<file path="src/core/wd_pkg.sv">
// Purpose: shared constants and carrier types for the instruction clock watchdog
// Assumes: one system clock, instruction clock arrives as a one-cycle enable
// Notes: counter width and load value live here only
package wd_pkg;
    localparam int CNT_W = 16;
    localparam logic [15:0] CNT_LOAD = 16'hffff;
    localparam logic [15:0] CNT_ZERO = 16'h0000;
    localparam logic ENABLE_RST = 1'b1;
    localparam logic FLAG_RST = 1'b0;

    typedef struct packed {
        logic restart;   // restart instruction executed
        logic disable_i; // disable instruction executed
        logic instr;     // any instruction retired
        logic pd_enter;  // power-down entry
    } cmd_s;

    typedef struct packed {
        logic [15:0] cnt;
        logic enable;
        logic first;
        logic second;
        logic dis_armed;
        logic skip;
        logic rst_pull;
    } wd_state_s;
endpackage

</file>
<file path="src/core/instruction_clock_watchdog.sv">
// Purpose: watchdog with 16-bit down counter, two underflow flags, reset pull-down
// Assumes: inst_tick is a one-cycle enable per instruction clock cycle
// Notes: decoder strobes are one-cycle pulses synchronous to sys_clk

// Operation
// RQ1: load all ones, decrement per instruction clock
// RQ2: underflow from zero sets first flag
// RQ3: underflow with first flag sets second, reset
// RQ4: watchdog reset drives reset pin low
// RQ5: program restarts within 65534 cycles
// RQ6: enable flag set on reset release
// RQ7: disable then restart clears enable flag
// RQ8: only system reset sets enable again
// RQ9: restart with first flag clears, skips next
// RQ10: restart with first flag clear: no skip
// RQ11: skip works while watchdog disabled
// RQ12: power-down entry reinitialises flag and counter
// RQ13: program restarts just before power-down
// RQ14: watchdog active after power-down return
// RQ15: system reset clears flags, reloads counter
module instruction_clock_watchdog
#(
    parameter int CNT_W = wd_pkg::CNT_W // counter width in bits
)
(
    input wire logic sys_clk, // 50 MHz system clock
    input wire logic rstn, // async reset, active low
    input wire logic inst_tick, // instruction clock enable pulse
    input wire wd_pkg::cmd_s cmd, // decoder strobes
    output logic skip_next, // skip following instruction, pulse
    output logic reset_pull_oe_n, // reset pin pull-down enable, low = pulling
    output logic reset_pull_o, // reset pin drive level, always low
    output logic wd_enable_flag, // watchdog enable state
    output logic wd_first_underflow_flag, // first underflow flag
    output logic wd_second_underflow_flag, // second underflow flag
    output logic [15:0] wd_down_counter // live counter value
);
    wd_pkg::wd_state_s st_r;
    wd_pkg::wd_state_s st_nxt;
    logic underflow;

    // package width is the real one; a narrower count only shortens bench runs
    localparam logic [15:0] LOAD_VAL = wd_pkg::CNT_LOAD >> (wd_pkg::CNT_W - CNT_W);

    if (CNT_W < 2 || CNT_W > wd_pkg::CNT_W)
    begin : g_width_check
        $error("CNT_W must lie between 2 and the package counter width");
    end

    always_comb
    begin
        underflow = inst_tick && (st_r.cnt == wd_pkg::CNT_ZERO); // see RQ2
        st_nxt = st_r;
        st_nxt.skip = 1'b0;
        if (underflow)
        begin
            // reload rather than wrap, so a narrowed counter keeps its upper bits clear
            st_nxt.cnt = LOAD_VAL; // see RQ2
        end
        else if (inst_tick)
        begin
            st_nxt.cnt = st_r.cnt - 16'h0001; // see RQ1
        end
        if (underflow)
        begin
            if (st_r.first)
            begin
                st_nxt.second = 1'b1; // see RQ3
                // held until system reset; only enabled watchdog pulls the pin
                st_nxt.rst_pull = st_r.rst_pull | st_r.enable; // see RQ3
            end
            st_nxt.first = 1'b1; // see RQ2
        end
        if (cmd.restart)
        begin
            // a simultaneous underflow is not lost when the flag was already clear
            if (st_r.first)
            begin
                st_nxt.first = 1'b0; // see RQ9
                st_nxt.skip = 1'b1; // see RQ9
            end
            // skip decision ignores enable, so it keeps working when disabled; see RQ10 RQ11
            if (st_r.dis_armed)
            begin
                st_nxt.enable = 1'b0; // see RQ7
            end
        end
        // nothing here sets enable; only reset does; see RQ8
        if (cmd.instr || cmd.restart || cmd.disable_i)
        begin
            st_nxt.dis_armed = cmd.disable_i && !cmd.restart; // see RQ7
        end
        if (cmd.pd_enter)
        begin
            st_nxt.first = wd_pkg::FLAG_RST; // see RQ12
            st_nxt.cnt = LOAD_VAL; // see RQ12
            st_nxt.dis_armed = 1'b0;
        end
        // enable is untouched by power-down, so the watchdog runs after return; see RQ14
    end

    always_ff @(posedge sys_clk or negedge rstn)
    begin
        if (!rstn)
        begin
            st_r.cnt <= LOAD_VAL; // see RQ15
            st_r.enable <= wd_pkg::ENABLE_RST; // see RQ6
            st_r.first <= wd_pkg::FLAG_RST; // see RQ15
            st_r.second <= wd_pkg::FLAG_RST;
            st_r.dis_armed <= 1'b0;
            st_r.skip <= 1'b0;
            st_r.rst_pull <= 1'b0;
        end
        else
        begin
            st_r <= st_nxt;
        end
    end

    assign skip_next = st_r.skip;
    assign reset_pull_oe_n = ~st_r.rst_pull; // see RQ4
    assign reset_pull_o = 1'b0;
    assign wd_enable_flag = st_r.enable;
    assign wd_first_underflow_flag = st_r.first;
    assign wd_second_underflow_flag = st_r.second;
    assign wd_down_counter = st_r.cnt;
endmodule

</file>
<file path="config.mk">
export PLATFORM = sky130hd
export DESIGN_NAME = instruction_clock_watchdog
export DESIGN_NICKNAME = d
export VERILOG_FILES = /design/src/core/wd_pkg.sv /design/src/core/instruction_clock_watchdog.sv
export SDC_FILE = /design/constraint.sdc
export NUM_CORES = 1
export LEC_CHECK = 0
export BUFFER_PORTS_ARGS = -buffer_cell sky130_fd_sc_hd__clkbuf_2
export CAP_MARGIN = 20
export CORE_AREA = 2 2 82 45
export CTS_CLUSTER_SIZE = 16
export DETAILED_ROUTE_END_ITERATION = 7
export DIE_AREA = 0 0 84 47
export GPL_ROUTABILITY_DRIVEN = 1
export PLACE_DENSITY_LB_ADDON = 0.2
export SYNTH_ARGS = -nofsm -noshare
export SYNTH_HDL_FRONTEND = slang
export SYNTH_SLANG_ARGS = --single-unit
</file>
<file path="constraint.sdc">
create_clock -name sys_clk -period 6.2 [get_ports sys_clk]
set_clock_uncertainty 0.15 [all_clocks]
set_input_delay 1.24 -clock sys_clk [delete_from_list [all_inputs] [get_ports sys_clk]]
set_output_delay 1.24 -clock sys_clk [all_outputs]
set_load 0.01 [all_outputs]
</file>
* Yosys cells after proc, flatten, opt, wreduce, memory -nomap -nowiden
Cells that the tools add are included.
** Word-level totals
- Output and inout port bits :: 22
- Bits in latches :: 0
- RAM bits :: 0
- Input bits :: 7
- Memories kept :: 0
- Word-level logic and storage cells :: 32
- ROM bits :: 0
- Register bits after elaboration :: 22
** Cells by class
- Mux-type cells :: 12
- Add/sub/neg operators :: 1
- Eq/ne operators :: 0
- Bitwise logic cells :: 2
- Order comparisons :: 0
- $mul :: 0
- Reductions and logical operators :: 10
- Shifts and indexed selects :: 0
- Divide/modulo/power cells :: 0
** Operators with widths (number)
- $mux W16 :: 3
- $logic_not A16 Y1 :: 1
- $sub A16 B1 Y16 const B :: 1
- $mux W1 :: 8
- $reduce_and A2 Y1 :: 2
- $reduce_bool A3 Y1 :: 1
- $logic_and A1 B1 Y1 :: 2
- $logic_or A1 B1 Y1 :: 2
- $mux W2 :: 1
- $reduce_bool A2 Y1 :: 1
- $logic_not A1 Y1 :: 1
- $not A1 Y1 :: 1
- $or A1 B1 Y1 :: 1

* Logic depth before layout (Yosys ltp)
- Word-level depth :: 6
- Gate-level depth with buffers :: 7
- Mapped depth without buffers :: 6

* Least setup slack after synthesis
Ideal clock, no wire load.
- Path type :: input-to-reg
- Start point :: in inst_tick
- End point :: reg st_r, in the netlist wd_down_counter[10]
- Arrival time :: 2.686 ns
- Required time :: 5.986 ns
- Cell stages on the path :: 6
- Library setup time :: 0.064 ns
- Path buffers :: 2
- Path slack :: 3.299 ns
- Cell sequence :: clkbuf_1 -> o21bai_1 -> or4_1 -> buf_2 -> or4_1 -> nand3_1
** Between the ends
- Cells in the longest elaborated chain, start to end :: 3
- Elaborated cells between the ends (all ways) :: 4
- Those cells by class :: mux (2); reduce/logical (2)
** RTL lines
- start: declaration :: line instruction_clock_watchdog.sv:28 : input wire logic inst_tick,
- $logic_and A1 B1 Y1 :: line instruction_clock_watchdog.sv:52 : underflow = inst_tick && (st_r.cnt == wd_pkg::CNT_ZERO);
- $mux W16 :: line instruction_clock_watchdog.sv:55 : if (underflow)
- $mux W16 :: line instruction_clock_watchdog.sv:93 : if (cmd.pd_enter)
- end signal: assignment :: line instruction_clock_watchdog.sv:116 : st_r <= st_nxt;
- end: declaration :: line instruction_clock_watchdog.sv:38 : wd_pkg::wd_state_s st_r;
Several ways; a longest one is shown, not always the timed one.
A chain may end at the register's enable or synchronous reset.

* Worst setup path in the final report
Same ends and word-level chain as after synthesis.

==> flow_results.xml <==
<?xml version="1.0" encoding="UTF-8"?>
<metrics>
  <group name="run_status">
    <metric name="run_status" unit="">finished, final reports clean</metric>
  </group>
  <group name="sta">
    <metric name="final_critical_path_required_period" unit="ns">2.67</metric>
    <metric name="worstMarginPinSlew" unit="ns">0.632</metric>
    <metric name="post-route-period-util" unit="%">43.1</metric>
    <metric name="timing.final.hold_violations" unit="">0</metric>
    <metric name="max_slew_margin" unit="%">57.8</metric>
    <metric name="slew_violations" unit="">0</metric>
    <metric name="setup-tns-final" unit="ns">0</metric>
    <metric name="setup_viol" unit="">0</metric>
    <metric name="highest_clock_rate" unit="GHz">0.374</metric>
    <metric name="rsz0062_at_grt" unit="">no</metric>
  </group>
  <group name="layout">
    <metric name="final_core_utilization" unit="%">40.0</metric>
    <metric name="area_of_the_multi_input_gates" unit="um2">467</metric>
    <metric name="register_area" unit="um2">572</metric>
    <metric name="antenna-diode-count" unit="">0</metric>
    <metric name="final_net_count" unit="">141</metric>
    <metric name="area_delta_synth_final" unit="%">6.47</metric>
    <metric name="fillerInstances" unit="">332</metric>
    <metric name="final_cell_area" unit="mm2">0.00130</metric>
    <metric name="layout-drive-gt1-share" unit="%">38.6</metric>
  </group>
  <group name="worst_setup_path">
    <metric name="crit_top_cell" unit="">sky130_fd_sc_hd__or4_1</metric>
    <metric name="timing.critical_path.arrival" unit="ns">2.73</metric>
    <metric name="timing.critical_path.fanout_max" unit="">10</metric>
    <metric name="worstPathCellList" unit="">clkbuf_2, o21bai_1, or4_1, or4_1, nand3_1</metric>
    <metric name="critical_path.endpoint_type" unit="">flop</metric>
    <metric name="worst_path_largest_cell_delay" unit="ns">0.57</metric>
    <metric name="crit_path_start_kind" unit="">input port</metric>
    <metric name="worst_ep_required_time" unit="ns">6.26</metric>
    <metric name="critical_path_class" unit="">input port to flop</metric>
    <metric name="setup.reg_to_reg.worst_slack" unit="ns">3.70</metric>
    <metric name="cpMaxStageDelayCell" unit="">sky130_fd_sc_hd__or4_1</metric>
  </group>
  <group name="floorplanning">
    <metric name="floorplan.die.height" unit="um">47</metric>
    <metric name="initial_core_util" unit="%">37.5</metric>
    <metric name="fp.dieArea" unit="mm2">0.00395</metric>
    <metric name="total_number_of_placement_rows" unit="">15</metric>
    <metric name="core_region_area" unit="mm2">0.00325</metric>
    <metric name="fp.dieW" unit="um">84</metric>
    <metric name="io_pins" unit="">29</metric>
  </group>
  <group name="yosys">
    <metric name="syn_area_per_cell" unit="um2">9.83</metric>
    <metric name="nets_in_the_synthesized_netlist" unit="">132</metric>
    <metric name="largest_family_of_logic_cells_by_synthesized_area" unit="">simple AND/OR/NAND/NOR gates</metric>
    <metric name="synth_simple_gate_area_share" unit="%">21.4</metric>
    <metric name="yosysUniqueCellTypes" unit="">36</metric>
    <metric name="ys_seq_area_share" unit="%">46.9</metric>
    <metric name="synthCells" unit="">124</metric>
    <metric name="synth-main-ff-cell" unit="">sky130_fd_sc_hd__dfstp_2</metric>
    <metric name="synth_edf_count" unit="">0</metric>
    <metric name="area_share_of_fa_ha_maj_cells_after_synthesis" unit="%">1.03</metric>
    <metric name="synthMuxAreaShare" unit="%">0</metric>
    <metric name="yosysTopAreaCell" unit="">sky130_fd_sc_hd__dfstp_2</metric>
    <metric name="synth-compound-area-share" unit="%">10.6</metric>
    <metric name="post_synth_xor_area_fraction" unit="%">5.03</metric>
    <metric name="ys.warnings.count" unit="">0</metric>
    <metric name="ys_ff_latch" unit="">22</metric>
    <metric name="synth.area.top_cells" unit="">sky130_fd_sc_hd__dfstp_2 37%, sky130_fd_sc_hd__buf_4 10%, sky130_fd_sc_hd__dfrtp_1 10%, sky130_fd_sc_hd__xnor2_1 4.3%, sky130_fd_sc_hd__or4_1 3.7%</metric>
    <metric name="post-synth-top-area-fraction" unit="%">36.7</metric>
    <metric name="async_flop_share" unit="%">100</metric>
    <metric name="syn_area" unit="mm2">0.00122</metric>
  </group>
  <group name="placement">
    <metric name="post_dp_cell_area" unit="mm2">0.00125</metric>
    <metric name="post-dp-hpwl" unit="um">1710</metric>
    <metric name="placement.io_buffers" unit="">27</metric>
    <metric name="gp_routability_congestion" unit="">0.725</metric>
  </group>
  <group name="power">
    <metric name="cellInternalPower" unit="uW">197</metric>
    <metric name="p_leak" unit="nW">0.518</metric>
    <metric name="power_after_layout" unit="uW">256</metric>
    <metric name="peak_supply_drop" unit="mV">0.0744</metric>
    <metric name="clkPwrFrac" unit="%">36.7</metric>
    <metric name="switching_power" unit="uW">59.4</metric>
    <metric name="seq_power_share" unit="%">57.7</metric>
    <metric name="share_of_total_power_consumed_by_net_switching" unit="%">23.2</metric>
    <metric name="power_frac_comb" unit="%">5.6</metric>
    <metric name="cellPowerDensity" unit="mW/mm2">198</metric>
  </group>
  <group name="clock_network">
    <metric name="cts.sink_count" unit="">22</metric>
    <metric name="cts_buffers" unit="">3</metric>
    <metric name="clock-root-buffer" unit="">sky130_fd_sc_hd__clkbuf_8</metric>
    <metric name="post_cts_buffers" unit="">0</metric>
    <metric name="cts.repair.resized" unit="">0</metric>
    <metric name="h-tree-depth" unit="">1</metric>
    <metric name="insertion_delay" unit="ns">0.27</metric>
    <metric name="maximum_clock_insertion_buffer_count" unit="">2</metric>
    <metric name="ctsHoldBuffers" unit="">0</metric>
    <metric name="clk_pin_slew_worst_paths" unit="ns">0.08</metric>
    <metric name="tritoncts" unit="">yes</metric>
  </group>
  <group name="routing">
    <metric name="detail_route.wirelength" unit="um">2330</metric>
    <metric name="dr.pass1.iters" unit="">4</metric>
    <metric name="vias_per_cell" unit="">5.20</metric>
    <metric name="total_number_of_vias" unit="">905</metric>
    <metric name="route.detailed.wl_per_inst" unit="um">13.4</metric>
    <metric name="route.antenna.remaining_nets" unit="">0</metric>
    <metric name="drc" unit="">0</metric>
    <metric name="initialDrtViolationCount" unit="">111</metric>
  </group>
  <group name="global_routing">
    <metric name="grt_util_all_layers" unit="%">13.4</metric>
    <metric name="grt_busiest_layer" unit="">met2</metric>
    <metric name="maximum_number_of_pins_on_one_net_before_global_route_repair" unit="">23</metric>
    <metric name="met3_usage" unit="%">4.92</metric>
    <metric name="met2_usage" unit="%">20.2</metric>
    <metric name="grt_pass1_vias" unit="">850</metric>
    <metric name="antenna_violations_before_repair" unit="">0</metric>
    <metric name="grt_pass1_wl" unit="um">4000</metric>
    <metric name="overflow" unit="">0</metric>
    <metric name="globalRouteMet1Util" unit="%">19.1</metric>
  </group>
  <group name="min_path">
    <metric name="min-delay-path-class" unit="">flop to flop</metric>
  </group>
  <group name="flow_run">
    <metric name="max_cap_violations" unit="">0</metric>
  </group>
</metrics>
flip-flops by register name (all words and copies together), names as in the netlist:
register and count:
wd_down_counter 16, st_r 2, skip_next 1, wd_enable_flag 1, wd_first_underflow_flag 1, wd_second_underflow_flag 1
power by group through the flow:
stage / combinational [mW] / clock [mW] / sequential (mW)
finish: 0.0144 / 0.0940 / 0.148
global route: 0.0167 / 0.104 / 0.148
CTS: 0.0147 / 0.0974 / 0.148
detailed placement: 0.0147 / 0 / 0.150
global placement: 0.0142 / 0 / 0.150
floorplan: 0.00984 / 0 / 0.150
placed cells by master, fill, tap and decap left out, drive strengths merged, types with 2 or more instances in the layout:
cell type and instances:
o31ai 2, a21oi 2, o21ai 5, inv 7, o31a 2, dfrtp 5
or3 6, nor3 3, nor4 5, or4 7, clkbuf 31, dfstp 17
xnor2 6, nand3 6, nor2 5, nand2 8
final timing paths:
check | startpoint | end | depth (start not counted)
worst max-delay path | inst_tick | wd_down_counter[10] | 5
worst min-delay path | st_r[2] | wd_enable_flag | 1
worst max register to register | wd_down_counter[8] | wd_down_counter[1] | 4
worst min register to register | st_r[2] | wd_enable_flag | 1
max in group asynchronous | rstn | wd_down_counter[11] | 1
min in group asynchronous | rstn | st_r[0] | 1
per-layer routing:
layer  vias to the layer above  share of wire (%)
met2                        26                 40
met4                         0               0.26
li1                        434                  -
met3                         2                6.4
met5                         -                  0
met1                       443                 53
worst max-delay path, delay by kind of cell:
family                 cells  cell delay (ns)
AO/OA/AOI/OAI              1             0.24
buffers and inverters      1             0.15
AND/OR/NAND/NOR            3             1.10
stage by stage:
stage / worst slack, ns / hold WS, ns / std cells
final: 3.53 / 0.314 / 174
after global routing: 3.43 / 0.321 / 174
after CTS: 3.53 / 0.315 / 174
after detailed placement: 3.24 / 0.279 / 170
after global placement: 3.29 / 0.283 / 170
after floorplan: 3.30 / 0.248 / 124
synthesized netlist by cell type, types with 2 or more instances:
master,number
sky130_fd_sc_hd__nand2_1,8
sky130_fd_sc_hd__o31ai_1,2
sky130_fd_sc_hd__nor3_1,3
sky130_fd_sc_hd__o21ai_0,4
sky130_fd_sc_hd__clkbuf_1,3
sky130_fd_sc_hd__or3_1,6
sky130_fd_sc_hd__nand3_1,6
sky130_fd_sc_hd__dfrtp_1,5
sky130_fd_sc_hd__buf_4,17
sky130_fd_sc_hd__dfstp_2,17
sky130_fd_sc_hd__a21oi_1,2
sky130_fd_sc_hd__buf_2,3
sky130_fd_sc_hd__xnor2_1,6
sky130_fd_sc_hd__nor4_1,4
sky130_fd_sc_hd__or4_1,6
sky130_fd_sc_hd__nor2_1,5
sky130_fd_sc_hd__inv_1,7
sky130_fd_sc_hd__o31a_1,2
layout make-up:
| type | instances | share of cell area, % |
|---|---|---|
| clock buffers | 4 | 3.47 |
| inverters | 7 | 2.03 |
| multi-input cells | 72 | 36.0 |
| flip-flops and latches | 22 | 44.1 |
| well taps | 42 | 4.05 |
| repair buffers | 27 | 10.4 |
logic make-up (layout without fill, tap and decap cells):
logic type	Yosys count	in the layout
AND/OR/NAND/NOR	45	45
buffers and inverters	30	38
flip-flops	22	22
AO/OA/AOI/OAI	18	18
XOR/XNOR	7	7
adder cells (fa/ha/maj)	1	1
other	1	1
Note: power is estimated with default switching activity, not from simulation.
